### config.mk
export PLATFORM = sky130hd
export DESIGN_NAME = compare_and_pwm_unit
export DESIGN_NICKNAME = d
export VERILOG_FILES = /design/src/common/cmp_pwm_pkg.sv /design/src/core/compare_and_pwm_unit.sv
export VERILOG_INCLUDE_DIRS = /design/src /design/src/common
export SDC_FILE = /design/constraint.sdc
export NUM_CORES = 1
export LEC_CHECK = 0
export BUFFER_PORTS_ARGS = -buffer_cell sky130_fd_sc_hd__buf_2
export CORE_ASPECT_RATIO = 0.9
export CORE_MARGIN = 2
export CORE_UTILIZATION = 55
export CTS_CLUSTER_SIZE = 30
export DETAILED_ROUTE_END_ITERATION = 8
export GPL_TIMING_DRIVEN = 0
export PLACE_DENSITY = 0.78
export SYNTH_ARGS = -nofsm -noshare
export SYNTH_HDL_FRONTEND = slang
export SYNTH_SLANG_ARGS = --single-unit
### constraint.sdc
create_clock -name clk_sys -period 4.79 [get_ports clk_sys]
set_input_delay 0.7185 -clock clk_sys [delete_from_list [all_inputs] [get_ports clk_sys]]
set_output_delay 0.7185 -clock clk_sys [all_outputs]
set_load 0.01 [all_outputs]
### src/common/cmp_pwm_regs.svh
/*
  Register indexes, field positions, reset values and timing counts of the
  compare and PWM unit. Assumes one AXI4-Lite word per register index.
*/
`ifndef CMP_PWM_REGS_SVH
`define CMP_PWM_REGS_SVH
// ---------------------------------------------------------------
// Register indexes (byte address is four times the index)
// ---------------------------------------------------------------
`define IDX_IRQ_FLAGS 8'h0C
`define IDX_T1_LOW 8'h0E
`define IDX_T1_HIGH 8'h0F
`define IDX_T1_CTL 8'h10
`define IDX_T2_COUNT 8'h11
`define IDX_T2_CTL 8'h12
`define IDX_MATCH_LOW 8'h15
`define IDX_MATCH_HIGH 8'h16
`define IDX_UNIT_CTL 8'h17
`define IDX_IRQ_EN 8'h8C
`define IDX_T2_PERIOD 8'h92
// ---------------------------------------------------------------
// Reset values and implemented-bit masks
// ---------------------------------------------------------------
`define RST_T2_PERIOD 8'hFF
`define RST_ZERO 8'h00
`define IRQ_MASK 8'h07
`define T1_CTL_MASK 8'h3F
`define T2_CTL_MASK 8'h7F
`define UNIT_CTL_MASK 8'h3F
// ---------------------------------------------------------------
// Field positions
// ---------------------------------------------------------------
`define T1_IRQ_BIT 0
`define T2_IRQ_BIT 1
`define UNIT_IRQ_BIT 2
`define T1_RUN_BIT 0
`define T2_RUN_BIT 2
// ---------------------------------------------------------------
// Mode codes
// ---------------------------------------------------------------
`define MODE_OFF 4'h0
`define MODE_SET 4'h8
`define MODE_CLR 4'h9
`define MODE_SWI 4'hA
`define MODE_SPECIAL 4'hB
// ---------------------------------------------------------------
// Timing: oscillator period and clocks per instruction cycle
// ---------------------------------------------------------------
`define OSC_PERIOD_NS 4
`define CLK_PER_NS 4
`define QCLK_PER_INSTR (4 * `OSC_PERIOD_NS / `CLK_PER_NS)
`endif

### src/common/cmp_pwm_pkg.sv
/*
  Types of the compare and PWM unit: the whole state as one packed struct.
  Assumes the register header is included by the design file.
*/
package cmp_pwm_pkg;
  typedef struct packed {
    logic aw_held;
    logic w_held;
    logic [7:0] widx;
    logic wok;
    logic [7:0] wdata;
    logic wstb;
    logic bvalid;
    logic [1:0] bresp;
    logic rvalid;
    logic [1:0] rresp;
    logic [7:0] rdata;
    logic [7:0] flags;
    logic [7:0] enables;
    logic [15:0] t1_cnt;
    logic [7:0] t1_ctl;
    logic [2:0] t1_pre;
    logic [7:0] t2_cnt;
    logic [7:0] t2_ctl;
    logic [3:0] t2_pre;
    logic [3:0] t2_post;
    logic [7:0] period;
    logic [7:0] match_lo;
    logic [7:0] match_hi;
    logic [7:0] unit_ctl;
    logic [1:0] duty_lat;
    logic [1:0] qclk;
    logic out_latch;
    logic match_prev;
    logic adc_pulse;
    logic irq_q;
  } state_t;
endpackage

### src/core/compare_and_pwm_unit.sv
/*
  Compare and PWM unit with its two timers, an AXI4-Lite register slave
  and a level interrupt. Assumes the pin direction and the port data
  latch sit outside, and that all inputs share clk_sys.
*/
`timescale 1ns/100ps
`include "cmp_pwm_regs.svh"

module compare_and_pwm_unit
  import cmp_pwm_pkg::*;
(
  input wire logic clk_sys,
  input wire logic rst_n,
  input wire logic [11:0] awaddr,
  input wire logic awvalid,
  output logic awready,
  input wire logic [31:0] wdata,
  input wire logic [3:0] wstrb,
  input wire logic wvalid,
  output logic wready,
  output logic [1:0] bresp,
  output logic bvalid,
  input wire logic bready,
  input wire logic [11:0] araddr,
  input wire logic arvalid,
  output logic arready,
  output logic [31:0] rdata,
  output logic [1:0] rresp,
  output logic rvalid,
  input wire logic rready,
  input wire logic adc_enabled,
  output logic adc_start,
  output logic unit_output_pin,
  output logic irq
);

  // ---------------------------------------------------------------
  // Helpers
  // ---------------------------------------------------------------
  localparam state_t ST_RESET = '{period: `RST_T2_PERIOD, default: '0};

  function automatic logic [8:0] decode(input logic [11:0] a);
    logic [7:0] i;
    logic hit;
    i = a[9:2];
    hit = (a[1:0] == 2'h0) && (a[11:10] == 2'h0);
    case (i)
      `IDX_IRQ_FLAGS, `IDX_T1_LOW, `IDX_T1_HIGH, `IDX_T1_CTL,
      `IDX_T2_COUNT, `IDX_T2_CTL, `IDX_MATCH_LOW, `IDX_MATCH_HIGH,
      `IDX_UNIT_CTL, `IDX_IRQ_EN, `IDX_T2_PERIOD: decode = {hit, i};
      default: decode = {1'b0, i};
    endcase
  endfunction

  function automatic logic [7:0] reg_read(input state_t s, input logic [7:0] i);
    case (i)
      `IDX_IRQ_FLAGS: reg_read = s.flags;
      `IDX_T1_LOW: reg_read = s.t1_cnt[7:0];
      `IDX_T1_HIGH: reg_read = s.t1_cnt[15:8];
      `IDX_T1_CTL: reg_read = s.t1_ctl;
      `IDX_T2_COUNT: reg_read = s.t2_cnt;
      `IDX_T2_CTL: reg_read = s.t2_ctl;
      `IDX_MATCH_LOW: reg_read = s.match_lo;
      `IDX_MATCH_HIGH: reg_read = s.match_hi;
      `IDX_UNIT_CTL: reg_read = s.unit_ctl;
      `IDX_IRQ_EN: reg_read = s.enables;
      `IDX_T2_PERIOD: reg_read = s.period;
      default: reg_read = `RST_ZERO;
    endcase
  endfunction

  // Position in the PWM period: Timer2 over two sub-step bits
  function automatic logic [9:0] pwm_pos(input state_t s);
    logic [1:0] sub;
    case (s.t2_ctl[1:0])
      2'b00: sub = s.qclk;
      2'b01: sub = s.t2_pre[1:0];
      default: sub = s.t2_pre[3:2];
    endcase
    pwm_pos = {s.t2_cnt, sub};
  endfunction

  state_t st;
  state_t next_st;
  logic [3:0] mode;
  logic pwm_mode;
  logic cmp_mode;
  logic instr_tick;
  logic t1_run;
  logic t2_run;
  logic [2:0] t1_mask;
  logic t1_tick;
  logic t2_due;
  logic period_end;
  logic match_eq;
  logic cmp_hit;
  logic duty_hit;
  logic wr_fire;
  logic [8:0] aw_dec;
  logic [8:0] ar_dec;

  assign mode = st.unit_ctl[3:0];
  assign pwm_mode = (mode[3:2] == 2'b11);
  assign cmp_mode = (mode[3:2] == 2'b10);
  assign instr_tick = (st.qclk == 2'(`QCLK_PER_INSTR - 1));
  assign t1_run = st.t1_ctl[`T1_RUN_BIT];
  assign t2_run = st.t2_ctl[`T2_RUN_BIT];
  assign t1_mask = 3'((4'h1 << st.t1_ctl[5:4]) - 4'h1);
  assign t1_tick = instr_tick && t1_run && ((st.t1_pre | ~t1_mask) == 3'h7);
  // Divide by 1, 4 or 16 ahead of Timer2
  assign t2_due = instr_tick && t2_run &&
                  ((st.t2_ctl[1:0] == 2'b00) ||
                   (st.t2_ctl[1:0] == 2'b01 && st.t2_pre[1:0] == 2'h3) ||
                   (st.t2_ctl[1] && st.t2_pre == 4'hF));
  assign period_end = t2_due && (st.t2_cnt == st.period);
  assign match_eq = (st.t1_cnt == {st.match_hi, st.match_lo});
  assign cmp_hit = cmp_mode && match_eq && !st.match_prev;
  assign wr_fire = st.aw_held && st.w_held;
  assign aw_dec = decode(awaddr);
  assign ar_dec = decode(araddr);

  // ---------------------------------------------------------------
  // Bus handshakes and outputs
  // ---------------------------------------------------------------
  assign awready = !st.aw_held && !st.bvalid;
  assign wready = !st.w_held && !st.bvalid;
  assign arready = !st.rvalid;
  assign bvalid = st.bvalid;
  assign bresp = st.bresp;
  assign rvalid = st.rvalid;
  assign rresp = st.rresp;
  assign rdata = {24'h000000, st.rdata};
  assign adc_start = st.adc_pulse;
  assign unit_output_pin = st.out_latch;
  assign irq = st.irq_q;

  // ---------------------------------------------------------------
  // Next state
  // ---------------------------------------------------------------
  always_comb begin
    logic [7:0] set_f;
    logic [7:0] clr_f;
    logic [16:0] t1_sum;
    set_f = 8'h00;
    clr_f = 8'h00;
    t1_sum = 17'h00000;
    next_st = st;
    next_st.adc_pulse = 1'b0;

    // Write channel capture and response
    if (awvalid && awready) begin
      next_st.aw_held = 1'b1;
      next_st.widx = aw_dec[7:0];
      next_st.wok = aw_dec[8];
    end
    if (wvalid && wready) begin
      next_st.w_held = 1'b1;
      next_st.wdata = wdata[7:0];
      next_st.wstb = wstrb[0];
    end
    if (st.bvalid && bready) begin
      next_st.bvalid = 1'b0;
    end
    if (wr_fire) begin
      next_st.aw_held = 1'b0;
      next_st.w_held = 1'b0;
      next_st.bvalid = 1'b1;
      next_st.bresp = st.wok ? 2'b00 : 2'b10;
    end

    // Read channel
    if (st.rvalid && rready) begin
      next_st.rvalid = 1'b0;
    end
    if (arvalid && arready) begin
      next_st.rvalid = 1'b1;
      next_st.rresp = ar_dec[8] ? 2'b00 : 2'b10;
      next_st.rdata = ar_dec[8] ? reg_read(st, ar_dec[7:0]) : 8'h00;
    end

    // Quarter clock and Timer1
    next_st.qclk = st.qclk + 2'h1;
    if (instr_tick && t1_run) begin
      next_st.t1_pre = st.t1_pre + 3'h1;
    end
    if (t1_tick) begin
      t1_sum = {1'b0, st.t1_cnt} + 17'h00001;
      next_st.t1_cnt = t1_sum[15:0];
      if (t1_sum[16]) begin
        set_f[`T1_IRQ_BIT] = 1'b1;
      end
    end

    // Compare
    next_st.match_prev = match_eq;
    if (cmp_hit) begin
      set_f[`UNIT_IRQ_BIT] = 1'b1;
      case (mode)
        `MODE_SET: next_st.out_latch = 1'b1;
        `MODE_CLR: next_st.out_latch = 1'b0;
        `MODE_SPECIAL: begin
          next_st.t1_cnt = 16'h0000;
          next_st.adc_pulse = adc_enabled;
        end
        default: next_st.out_latch = st.out_latch;
      endcase
    end

    // Timer2, prescaler and postscaler
    if (instr_tick && t2_run) begin
      next_st.t2_pre = st.t2_pre + 4'h1;
    end
    if (t2_due) begin
      next_st.t2_cnt = period_end ? 8'h00 : st.t2_cnt + 8'h01;
    end
    if (period_end) begin
      // The postscaler only paces the Timer2 flag
      if (st.t2_post == st.t2_ctl[6:3]) begin
        next_st.t2_post = 4'h0;
        set_f[`T2_IRQ_BIT] = 1'b1;
      end else begin
        next_st.t2_post = st.t2_post + 4'h1;
      end
    end

    // Match on the position the coming edge brings, so the registered pin
    // falls exactly duty steps after it rose at period start
    duty_hit = (pwm_pos(next_st) == {st.match_hi, st.duty_lat});

    // PWM
    if (pwm_mode) begin
      if (period_end) begin
        next_st.match_hi = st.match_lo;
        next_st.duty_lat = st.unit_ctl[5:4];
        next_st.out_latch = ({st.match_lo, st.unit_ctl[5:4]} != 10'h000);
      end else if (duty_hit) begin
        next_st.out_latch = 1'b0;
      end
    end
    if (mode == `MODE_OFF) begin
      next_st.out_latch = 1'b0;
      next_st.duty_lat = 2'h0;
    end

    // Register writes
    if (wr_fire && st.wok && st.wstb) begin
      case (st.widx)
        `IDX_IRQ_FLAGS: clr_f = st.wdata;
        `IDX_T1_LOW: next_st.t1_cnt[7:0] = st.wdata;
        `IDX_T1_HIGH: next_st.t1_cnt[15:8] = st.wdata;
        `IDX_T1_CTL: next_st.t1_ctl = st.wdata & `T1_CTL_MASK;
        `IDX_T2_COUNT: next_st.t2_cnt = st.wdata;
        `IDX_T2_CTL: next_st.t2_ctl = st.wdata & `T2_CTL_MASK;
        `IDX_MATCH_LOW: next_st.match_lo = st.wdata;
        `IDX_MATCH_HIGH: begin
          if (!pwm_mode) begin
            next_st.match_hi = st.wdata;
          end
        end
        `IDX_UNIT_CTL: begin
          next_st.unit_ctl = st.wdata & `UNIT_CTL_MASK;
          if (st.wdata[3:0] == `MODE_OFF) begin
            next_st.out_latch = 1'b0;
          end
        end
        `IDX_IRQ_EN: next_st.enables = st.wdata & `IRQ_MASK;
        `IDX_T2_PERIOD: next_st.period = st.wdata;
        default: next_st.period = next_st.period;
      endcase
    end

    // Sticky flags: a set in the clearing cycle wins
    next_st.flags = ((st.flags & ~clr_f) | set_f) & `IRQ_MASK;
    next_st.irq_q = |(next_st.flags & next_st.enables);
  end

  always_ff @(posedge clk_sys) begin
    if (!rst_n) begin
      st <= ST_RESET;
    end else begin
      st <= next_st;
    end
  end
endmodule

==> summary.md <==
| Metric | Value |
|---|---|
| Status | `completed` |
| Clk_skew | `9.17 ps` |
| # diodes | `0` |
| Hold-fix buffers, CTS | `0` |
| EDFF count, synth | `0` |
| Antenna Nets Post-Route | `0` |
| Grt ovf | `0` |
| Nets@finish | `1030` |
| Pwr/cell area | `313 mW/mm^2` |
| Setup crit end kind | `flop` |
| Most used DFF post-synth | `dfxtp_1` |
| HP Class | `reg -> reg` |
| Area growth, synth to finish | `16.8%` |
| Worst EP arrival | `2880 ps` |
| Synth Warn # | `0` |
| First-pass GRT wire length | `32500 microns` |
| Tightest Pin Transition | `about 880 ps` |
| Min cycle time layout | `2590 ps` |
| Count of different cell masters after synthesis | `73` |
| H-tree Lvls | `4` |
| Largest register FFs | `105` |
| Peak VDD IR | `around 0.25 mV` |
| Final Hold Viols | `0` |
| Clk sinks | `124` |
| DRC Markers | `0` |
| Fillers | `1076` |
| CP Max Fanout | `9` |
| Final Max Slew Viols | `0` |
| Initial antenna violation count | `0` |
| Setup tns final | `0 ps` |
| Worst r2r path cells | `7` |
| Port Buffers | `56` |
| Die area | `about 0.014 sq mm` |
| Iteration-0 DRC count of the detailed router | `681` |
| Vias | `6651` |
| Post-CTS Setup Repair Bufs | `0` |
| Critical Path Start Type | `flop` |
| Final setup margin | `2200 ps` |
| Layout cells sized above 1 | `roughly 17%` |
| Slew Limit Headroom | `41.4%` |
| Die W | `123 microns` |
| Routed wire length per instance | `18.1 microns` |
| CTS max path bufs | `2` |
| Leakage | `3.65 nW` |
| Seq/Total Area, Yosys | `35.3%` |
| # rows | `39` |
| Starting Density | `55.9%` |
| Dpl hpwl | `14900 microns` |
| Critical path class | `reg -> reg` |
| Flip-flop and latch count after synthesis | `around 120` |
| CTS tree | `built` |
| Root Buffer | `clkbuf_16` |
| Syn Std Cell Area | `roughly 0.0070 sq mm` |
| Clk Latency, worst-skew pair | `around 430 ps` |
| Fmax | `roughly 390 MHz` |
| Number of global-route vias before repair | `6047` |
| Routability cong. | `0.950` |
| Vias per inst | `5.88` |
| Core ar. | `0.0126 sq mm` |
| Drt pass-1 iters | `6` |
| Fin crit share | `between 50% and 60%` |
| Cells after synthesis | `between 800 and 900` |
| Syn Area/Cell | `8.23 sq um` |
| Data required time of the worst path | `5080 ps` |
| Cts repair resizes | `0` |
| Final setup viols | `0` |
| Die Span Y | `111 microns` |
| GRT Overall Usage | `roughly 31%` |
| Hold Path Depth | `1` |
| Number of CTS-inserted buffers | `17` |
| RSZ-0062 raised after global routing | `false` |
| Clock slew at reported path FFs | `around 50 ps` |
| Maxcap violations | `0` |
| Synth async-reset ratio | `0%` |
| Post-Place Setup Slack | `2000 ps` |
| Ports | `112` |
| Largest register by flop count | `st` |
| DRT Wirelength | `just over 20000 microns` |
| Pin count of the biggest net entering global routing | `17` |
==> synthesized netlist by cell type, types with 6 or more instances <==
library cell  number  share of area (%)
nand3_1           28                2.0
nor4_1            13                1.2
xnor2_1           18                2.2
dfxtp_1          124                 35
buf_4             38                4.1
a22o_1             8                1.0
nand2b_1           8               0.71
a22oi_1           20                2.1
nand2_1           97                5.2
nand4_1           14                1.2
xor2_1            41                5.1
buf_2             15                1.1
nor2b_1            6               0.53
or3_1              6               0.53
a211oi_1          12                1.3
and3_1            19                1.7
a21oi_1           43                3.1
mux2i_1           65                9.2
clkbuf_1          34                1.8
inv_1             11               0.59
and2_1            11               0.98
o21ai_0           19                1.4
mux2_2             7                1.1
nor3_1             6               0.43
ha_1               6                1.1
nor2_1           108                5.8
==> area by class of cell <==
type	instances	area (sq um)	area share, %
multi-input cells	655	4110	49.9
flip-flops and latches	124	2480	30.2
plain buffers	90	502	6.10
clock buffers	25	495	6.02
repair buffers	56	280	3.41
well taps	164	205	2.49
clock inverters	6	109	1.32
inverters	12	45.0	0.548
==> worst max-delay path: stages, from the launching register on <==
cell,delay [ps]
dfxtp_1,580
xor2_1,160
nor4_1,320
nand4_1,290
nor3_2,610
or2_2,260
a2bb2oi_1,190
nor2_1,60
==> report_power, final <==
group | switching, mW | internal [mW]
registers | 0.0144 | 1.05
clock network | 0.455 | 0.869
logic | 0.118 | 0.0665
total | 0.587 | 1.98
==> placed cells by master, fill, tap and decap left out, drive strengths merged, types with 12 or more instances in the layout <==
cell,count
dfxtp,124
mux2i,65
conb,26
inv,12
a211oi,12
buf,110
and2,12
nand4,14
nand3,28
a22oi,20
o21ai,22
nor2,109
nor4,14
clkbuf,61
xor2,41
xnor2,18
and3,19
a21oi,43
nand2,97
==> cells by family (layout without fill, tap and decap cells) <==
group	after synthesis	in the layout	synth area share, %
and+or+nand+nor	341	341	23.6
AOI/OAI and AO/OA	149	149	14.1
DFF	124	124	35.3
buffers and inverters	102	189	7.76
muxes	72	72	10.4
xor gates and xnor gates	60	60	7.66
adders and majority gates	7	7	1.21
other	1	26	0.0533
==> metrics by stage <==
step	util, %	cells	power (mW)	instance area, sq um	hold WS (ps)
detailed placement	60.5	1101	1.26	7620	441
floorplan	-	881	1.20	7140	417
global route	65.3	1132	2.64	8230	470
CTS	65.3	1132	2.57	8230	457
finish	65.3	1132	2.57	8230	455
global placement	60.5	1101	1.26	7620	432
==> final timing paths <==
kind               start  endpoint  slack, ps
setup / recovery  st[20]    st[84]       2200
hold / removal     st[4]     st[4]        460
setup reg to reg  st[20]    st[84]       2200
hold reg to reg    st[4]     st[4]        460
==> per-layer routing <==
metal / global-route usage, % / part of all wire (%) / up-vias / wire length, microns
li1: - / - / 3155 / -
met1: 42.4 / 42 / 3056 / 8550
met2: 45.0 / 44 / 362 / 8960
met3: 8.15 / 10 / 78 / 2150
met4: 14.2 / 3.9 / 0 / 803
met5: 0 / 0 / - / 0
Power figures use the tool's default switching activity.
